### config.mk
export PLATFORM = sky130hd
export DESIGN_NAME = sgp_port
export DESIGN_NICKNAME = d
export VERILOG_FILES = /design/src/verilog/sgp_pkg.sv /design/src/verilog/sgp_port.sv /design/src/verilog/sgp_pin_sync.sv
export SDC_FILE = /design/constraint.sdc
export NUM_CORES = 1
export LEC_CHECK = 0
export BUFFER_PORTS_ARGS = -buffer_cell sky130_fd_sc_hd__buf_2
export CORE_MARGIN = 2
export CORE_UTILIZATION = 40
export CTS_CLUSTER_SIZE = 28
export DETAILED_ROUTE_END_ITERATION = 6
export PLACE_DENSITY = 0.84
export SKIP_CTS_REPAIR_TIMING = 1
export SLEW_MARGIN = 10
export SYNTH_ARGS = -nofsm -noshare
export SYNTH_HDL_FRONTEND = slang
export SYNTH_SLANG_ARGS = --single-unit
export TNS_END_PERCENT = 10
### constraint.sdc
create_clock -name sys_clk -period 0.8 [get_ports sys_clk]
set_input_delay 0 -clock sys_clk [delete_from_list [all_inputs] [get_ports sys_clk]]
set_output_delay 0 -clock sys_clk [all_outputs]
set_load 0.02 [all_outputs]
### src/verilog/sgp_pkg.sv
// Constants and types for the six-bit general-purpose port
package sgp_pkg;
  localparam int PORT_W = 6;
  localparam int REG_W = 8;
  localparam int TMR_BIT = 4;
  localparam int SS_BIT = 5;
  localparam logic [5:0] DIR_RESET = 6'h3f;
  localparam logic [5:0] LATCH_RESET = 6'h00;
  localparam logic [3:0] ACFG_RESET = 4'h0;
  localparam logic [3:0] ACFG_ALL_DIGITAL = 4'h6;
  localparam logic [2:0] CMP_MODE_OFF = 3'h7;
  localparam logic [5:0] ANALOG_CAPABLE = 6'h2f;
  localparam int SYNC_STAGES = 2;
  typedef enum logic [1:0] {
    SGP_WR_IDLE = 2'b00,
    SGP_WR_DATA = 2'b01,
    SGP_WR_DIR = 2'b10
  } sgp_wr_t;
endpackage : sgp_pkg

### src/verilog/sgp_port.sv
// Six-bit bidirectional general-purpose port with shared peripheral pins
// How it works
// - six pins, six direction bits, one each
// - direction one makes input, driver released
// - direction zero drives the output latch
// - data read returns sampled pin levels
// - writes merge pin levels, store in latch
// - bit four: timer clock, open drain
// - analog selection from analog and comparator config
// - power-on: analog pins read as zero
// - comparators start off, yet analog config zero keeps pins analog
// - direction still governs drivers in analog use
// - comparator outputs replace the latch value; slave select releases the driver
// - bit five: slave select, analog, comparator out
// - upper bits six, seven read zero
`timescale 1ns/1ps
module sgp_port (
  input wire logic sys_clk,
  input wire logic rstn,
  input wire logic por_event,
  input wire logic data_wr,
  input wire logic [sgp_pkg::REG_W-1:0] data_wr_val,
  input wire logic [sgp_pkg::REG_W-1:0] data_wr_mask,
  input wire logic dir_wr,
  input wire logic [sgp_pkg::REG_W-1:0] dir_wr_val,
  input wire logic [3:0] analog_config_reg,
  input wire logic [2:0] comparator_config_reg,
  input wire logic cmp1_out,
  input wire logic cmp2_out,
  input wire logic cmp_out_en,
  input wire logic ss_enable,
  input wire logic [sgp_pkg::PORT_W-1:0] pin_in,
  output logic [sgp_pkg::PORT_W-1:0] pin_out,
  output logic [sgp_pkg::PORT_W-1:0] pin_oe,
  output logic [sgp_pkg::REG_W-1:0] six_bit_port_data,
  output logic [sgp_pkg::REG_W-1:0] pin_direction_reg,
  output logic [sgp_pkg::PORT_W-1:0] analog_sel,
  output logic timer_clock_shared_pin,
  output logic slave_select_shared_pin_n
);
  import sgp_pkg::*;

  logic [PORT_W-1:0] pin_level;
  logic [PORT_W-1:0] latch;
  logic [PORT_W-1:0] dir;
  logic [PORT_W-1:0] next_latch;
  logic [PORT_W-1:0] next_dir;
  logic [PORT_W-1:0] read_val;
  logic [REG_W-1:0] next_data_rd;
  logic [PORT_W-1:0] drive_val;
  logic [PORT_W-1:0] drive_en;
  logic analog_any;
  logic cmp_on;

  sgp_pin_sync u_sync (
    .sys_clk(sys_clk),
    .rstn(rstn),
    .pin_async(pin_in),
    .pin_sync(pin_level)
  );

  // Config code zero keeps every capable pin analog; codes 6 and 7 free them unless a comparator is on
  always_comb begin
    cmp_on = (comparator_config_reg != CMP_MODE_OFF);
    analog_any = (analog_config_reg != ACFG_ALL_DIGITAL) && (analog_config_reg[3:1] != 3'h3);
    analog_sel = (analog_any || cmp_on) ? ANALOG_CAPABLE : '0;
  end

  // Analog pins read as zero; this also covers the power-on default
  assign read_val = pin_level & ~analog_sel;

  always_comb begin
    next_latch = latch;
    next_dir = dir;
    if (data_wr) begin
      // Untouched bits take the pin level, so inputs can corrupt the latch
      next_latch = (read_val & ~data_wr_mask[PORT_W-1:0]) |
                   (data_wr_val[PORT_W-1:0] & data_wr_mask[PORT_W-1:0]);
    end
    if (dir_wr) begin
      next_dir = dir_wr_val[PORT_W-1:0];
    end
    next_data_rd = {2'b00, read_val};
  end

  always_ff @(posedge sys_clk or negedge rstn) begin
    if (!rstn) begin
      latch <= LATCH_RESET;
      dir <= DIR_RESET;
      six_bit_port_data <= '0;
    end else begin
      latch <= next_latch;
      dir <= por_event ? DIR_RESET : next_dir;
      six_bit_port_data <= next_data_rd;
    end
  end

  assign pin_direction_reg = {2'b00, dir};

  genvar gi;
  generate
    for (gi = 0; gi < PORT_W; gi++) begin : g_pin
      always_comb begin
        drive_val[gi] = latch[gi];
        drive_en[gi] = ~dir[gi];
        if (gi == TMR_BIT) begin
          drive_val[gi] = cmp_out_en ? cmp1_out : latch[gi];
          // Open drain: only a low is driven
          drive_en[gi] = ~dir[gi] & ~drive_val[gi];
        end else if (gi == SS_BIT) begin
          if (cmp_out_en) begin
            drive_val[gi] = cmp2_out;
          end
          if (ss_enable) begin
            drive_en[gi] = 1'b0;
          end
        end
      end
    end
  endgenerate

  assign pin_out = drive_val;
  assign pin_oe = drive_en;
  assign timer_clock_shared_pin = pin_level[TMR_BIT];
  assign slave_select_shared_pin_n = ss_enable ? pin_level[SS_BIT] : 1'b1;

  a_dir_drive: assert property (@(posedge sys_clk) disable iff (!rstn)
    dir[0] |-> !pin_oe[0]) else $error("input pin is driven");
  a_out_latch: assert property (@(posedge sys_clk) disable iff (!rstn)
    !dir[1] |-> (pin_oe[1] && pin_out[1] == latch[1])) else $error("output misdriven");
  a_od_high: assert property (@(posedge sys_clk) disable iff (!rstn)
    pin_out[TMR_BIT] |-> !pin_oe[TMR_BIT]) else $error("open drain drove high");
  a_read_pins: assert property (@(posedge sys_clk) disable iff (!rstn)
    ##1 six_bit_port_data[PORT_W-1:0] == $past(read_val)) else $error("read mismatch");
  a_upper_zero: assert property (@(posedge sys_clk) disable iff (!rstn)
    six_bit_port_data[7:6] == 2'b00 && pin_direction_reg[7:6] == 2'b00)
    else $error("upper bits nonzero");
  a_rmw_store: assert property (@(posedge sys_clk) disable iff (!rstn)
    data_wr |=> latch == (($past(read_val) & ~$past(data_wr_mask[5:0])) |
    ($past(data_wr_val[5:0]) & $past(data_wr_mask[5:0])))) else $error("rmw wrong");
  a_analog_zero: assert property (@(posedge sys_clk) disable iff (!rstn)
    (analog_config_reg == ACFG_RESET) |=> six_bit_port_data[3:0] == 4'h0)
    else $error("analog pin read nonzero");
  a_ss_release: assert property (@(posedge sys_clk) disable iff (!rstn)
    ss_enable |-> !pin_oe[SS_BIT]) else $error("slave select pin driven");
  a_por_dir: assert property (@(posedge sys_clk) disable iff (!rstn)
    por_event |=> dir == DIR_RESET) else $error("direction not reset");
endmodule : sgp_port

### src/verilog/sgp_pin_sync.sv
// Two-stage synchroniser for the port pin inputs
`timescale 1ns/1ps
module sgp_pin_sync (
  input wire logic sys_clk,
  input wire logic rstn,
  input wire logic [sgp_pkg::PORT_W-1:0] pin_async,
  output logic [sgp_pkg::PORT_W-1:0] pin_sync
);
  import sgp_pkg::*;
  logic [PORT_W-1:0] stage1;
  logic [PORT_W-1:0] stage2;
  logic [PORT_W-1:0] next_stage1;
  logic [PORT_W-1:0] next_stage2;

  always_comb begin
    next_stage1 = pin_async;
    next_stage2 = stage1;
  end

  always_ff @(posedge sys_clk or negedge rstn) begin
    if (!rstn) begin
      stage1 <= '0;
      stage2 <= '0;
    end else begin
      stage1 <= next_stage1;
      stage2 <= next_stage2;
    end
  end

  assign pin_sync = stage2;
endmodule : sgp_pin_sync

Yosys cells after proc, flatten, opt, wreduce, memory -nomap -nowiden. Cells that the tools add are included.

Register bits: 30. Bits of input ports: 46. Word-level logic and storage cells: 32.

Equal/unequal tests: 3. Bitwise operators: 14. Muxes and demuxes: 7. Reductions and logical operators: 3.

Operator list (number): 6-bit bitwise AND (3); 6-bit 2-to-1 mux (3); 6-bit inverter (2); 1-bit inverter (7); 6-bit bitwise OR (1); 1-bit 2-to-1 mux (4); 4-bit by 3-bit inequality test with 1-bit output, second input constant (1); 3-bit by 2-bit inequality test with 1-bit output, second input constant (1); 3-bit inequality test, second input constant (1); 2-bit nonzero test (1); 1-bit bitwise AND (1); 1-bit logical AND (1); 1-bit logical OR (1).

Depth between registers and ports, before layout.
Word-level depth: 8. Gate-level depth with buffers: 5. Mapped depth without buffers: 3.

By module. From an unflattened synthesis, not the netlist that was laid out.

Cell total of the unflattened synthesis: 102. Area, all modules: 1208.7 sq um.

Modules (own cells, without submodules): sgp_port (sequential area each 457.9 sq um, instances 1, area each 908.4 sq um, cells an instance 90); sgp_pin_sync (sequential area each 300.3 sq um, instances 1, area each 300.3 sq um, cells an instance 12).

Worst setup path after synthesis. Ideal clock, no wire load.

Kind: register to output. Start: register latch[4]. End: output pin_oe[4] in the netlist's numbering. Arrival: 0.980 ns. Setup slack: -0.180 ns. Cell stages (with the launch flop): 3. Path through: dfrtp_1 mux2_2 nor2_1.

Word-level cells in the longest chain between the ends: 3.

Ends and longest elaborated chain: start, declared (line sgp_port.sv:44) `logic [PORT_W-1:0] latch;`; start signal, assigned (line sgp_port.sv:92) `latch <= next_latch;`; 1-bit 2-to-1 mux (line sgp_port.sv:107) `drive_val[gi] = cmp_out_en ? cmp1_out : latch[gi];`; named net pin_out, one bit (line sgp_port.sv:33) `output logic [sgp_pkg::PORT_W-1:0] pin_out,`; 1-bit inverter (line sgp_port.sv:109) `drive_en[gi] = ~dir[gi] & ~drive_val[gi];`; 1-bit bitwise AND (line sgp_port.sv:109); end, declared (line sgp_port.sv:34) `output logic [sgp_pkg::PORT_W-1:0] pin_oe,`.

The timed path passes the listed nets, and every way through them passes these cells.

Worst setup path after layout.
Start: register latch[4]. End: output pin_oe[4] in the netlist's numbering.

Word-level cells in the longest chain between the ends: 3.

Ends and longest elaborated chain (line): 1-bit 2-to-1 mux (sgp_port.sv:107); 1-bit inverter (sgp_port.sv:109); 1-bit bitwise AND (sgp_port.sv:109).

Every way passes these cells.

==> results.yml <==
min_path:
  hold_start: "data_wr_mask[2]"
  hold_depth: 3
  hold_class: "in -> reg"
  holdPathEnd: "latch[2]"
pwr:
  pwr_density_cell_nw_per_um2: 1680
  vdd_drop_max_mv: 1.28
  netSwitchingFraction_pct: 26.8
  p_clk_share_pct: 28.4
  power_leakage_nw: 0.978
  seqPwrFrac_pct: 51.9
  power_frac_comb_pct: 19.7
  p_int_mw: 2.35
  switchingPower_mw: 0.862
critical_path:
  r2r_slack_ns: -0.07
  worstPathRequired_ns: 0.80
  cp.arrival_ns: 1.22
  r2r-end: "dir[1]"
  cpPeakStageDelay_ns: 0.40
  critPathLaunchType: "flop"
  worstPathCellList: "mux2_4, nor2_4, buf_6"
  r2r_start: "dir[1]"
  crit_slowest_cell: "dfrtp_1"
  path_max_fanout: 2
  ff2ff_path_depth: 2
  cp-end-kind: "primary output"
  critical_path_class: "reg -> out"
timing:
  finalClockSkew_ns: 0.0107
  rsz0062_at_grt: "yes"
  period_minus_slack_ns: 1.22
  finalCritPeriodShare_pct: 153
  setup_slack_ns: -0.421
  finalHoldViolCount: 0
  fin_setup_tns_ns: -5.30
  fmax_ghz: 0.819
  finalSetupViolations: 37
  drv_slew: 0
placed_design:
  dp_cells: 191
  port_buffers: 69
  dp_hpwl_um: 2030
  dpl_worst_slack_ns: -0.135
  gp_congestion: 0.721
final_layout:
  regArea_um2: 758
  area_growth_pct: 58.2
  final_cell_count_no_fill: 225
  antenna_cells: 0
  fillCellCount: 197
  multiInputGateArea_um2: 332
  nNetsFinal: 239
  drive_above_1_share_pct: 50.5
route:
  vias: 1058
  wl_met2_um: 1810
  topRoutingLayerUsed: "met4"
  wl_met1_um: 1190
  wl_met3_um: 204
  ant_nets: 0
  routedWlPerCell_um: 14.5
  routed_wl_um: 3260
  drc: 3
  drtIter0Drc: 39
  post_drt_via_cell_ratio: 4.70
  drt_first_pass_iters: 6
yosys:
  netlist_top_cells_area: "dfrtp_1 50%, dfstp_2 13%, buf_4 8.1%"
  ys_seq_area_share_pct: 62.7
  yosysTopAreaCellShare_pct: 49.7
  syn_area_um2: 1210
  postSynthAreaPerCell_um2: 11.8
  ys_ff_latch: 30
  synth_cell_types: 21
  syn_inst: 102
  synth_area_leader_cell: "dfrtp_1"
  yosysWarnings: 0
cts:
  cts_tree: "built"
  path_clk_slew_ns: 0.09
  cts_made_buffers: 5
  clk_path_buf_depth: 2
  cts.sinks: 30
  ctsHtreeMaxLevel: 2
  worstSkewPairLatency_ns: 0.32
  clk_root_buffer_cell: "clkbuf_4"
global_route:
  grt_max_degree: 21
  overflow: 0
  track_usage_pct: 15.7
  grt_pass1_vias: 917
  grt_pass1_wl_um: 3880
  antenna_found_initial: 0
floorplan:
  die_area_um2: 3480
  core_area_um2: 2810
  start_util_pct: 43.1
  fp-row-count: 19
  io_pins: 82
  die_w_um: 59.0
  fp.dieH_um: 59.0
job:
  maxCapViolCount: 0
run_status:
  status: "finished with violations"
  violations: "design-rule violations, negative setup slack"
metrics by stage:
stage	instance area, um2	hold WS, ns	util [%]	total power [mW]
CTS	1590	-0.473	56.7	3.08
floorplan	1240	-0.296	-	1.98
global route	1910	0.0136	68.2	3.37
finish	1910	0.00647	68.2	3.22
global placement	1530	-0.119	54.5	2.14
detailed placement	1530	-0.111	54.5	2.16
worst max-delay path: cells and delay by family, from the launching register on:
family	cells	cell delay [ns]
buffers and inverters	1	0.12
DFF	1	0.40
muxes	1	0.30
and+or+nand+nor	1	0.09
power by group through the flow:
stage	combinational, mW	sequential, mW	clock (mW)
after global routing	0.680	1.68	1.02
after CTS	0.474	1.66	0.947
after floorplan	0.261	1.72	0
after global placement	0.457	1.69	0
final	0.635	1.67	0.913
after detailed placement	0.472	1.69	0
layout make-up:
cell class,instances,area share (%)
clock inverter,1,0.262
sequential,30,39.7
multi-input combinational,53,17.3
timing repair buffer,97,36.1
clock buffer,7,2.88
tap,31,2.03
inverter,6,1.70
cell usage after synthesis (all sizes together):
cell    number
and3         5
buf         16
a21oi        1
nor2         8
conb         1
a31oi        5
clkbuf       1
and2         2
mux2         2
nand2b       1
and4b        1
nand2       11
dfstp        6
dfrtp       24
nand4b       5
mux2i        3
inv          6
o211ai       4
layer usage:
metal	GRT usage (%)	vias up
met5	0	-
li1	-	504
met3	4.59	8
met4	10.1	0
met1	18.0	504
met2	25.6	42
how the worst max path moves through the flow:
stage,from,slack [ns],end
floorplan,dir[0],-0.09,dir[0]
global placement,comparator_config_reg[2],-0.11,analog_sel[0]
detailed placement,comparator_config_reg[2],-0.14,analog_sel[3]
CTS,latch[4],-0.45,pin_oe[4]
global route,latch[4],-0.48,pin_oe[4]
finish,latch[4],-0.42,pin_oe[4]
cell usage in the layout (no fill, tap or decap):
master,synthesis,layout
a21oi_1,1,1
a31oi_1,5,5
and2_1,0,1
and2_2,1,1
and3_2,5,5
and4b_1,1,1
buf_12,0,1
buf_2,2,57
buf_4,13,6
buf_6,1,8
clkbuf_1,1,1
clkbuf_4,0,5
clkbuf_8,0,1
clkinv_2,0,1
conb_1,1,5
dfrtp_1,24,24
dfstp_2,6,6
dlygate4sd3_1,0,25
inv_1,6,2
inv_4,0,4
mux2_2,2,1
mux2_4,0,1
mux2i_1,3,3
nand2_1,11,11
nand2b_1,1,1
nand4b_1,5,5
nor2_1,8,7
nor2_4,0,1
o211ai_1,4,4
flip-flops by register name, indices dropped and copies added (netlist names):
name / flops
six_bit_port_data: 6
latch: 6
u_sync.pin_sync: 6
u_sync.next_stage2: 6
dir: 6
cells by family (layout without fill, tap and decap cells):
group | Yosys count | count (layout) | share of synthesized area [%]
other | 1 | 5 | 0.310
buffers and inverters | 23 | 111 | 12.0
AO/OA/AOI/OAI | 10 | 10 | 5.49
AND/OR/NAND/NOR | 33 | 33 | 15.1
flip-flops | 30 | 30 | 62.7
multiplexers | 5 | 5 | 4.35
Note: power is estimated with default switching activity, not from simulation.
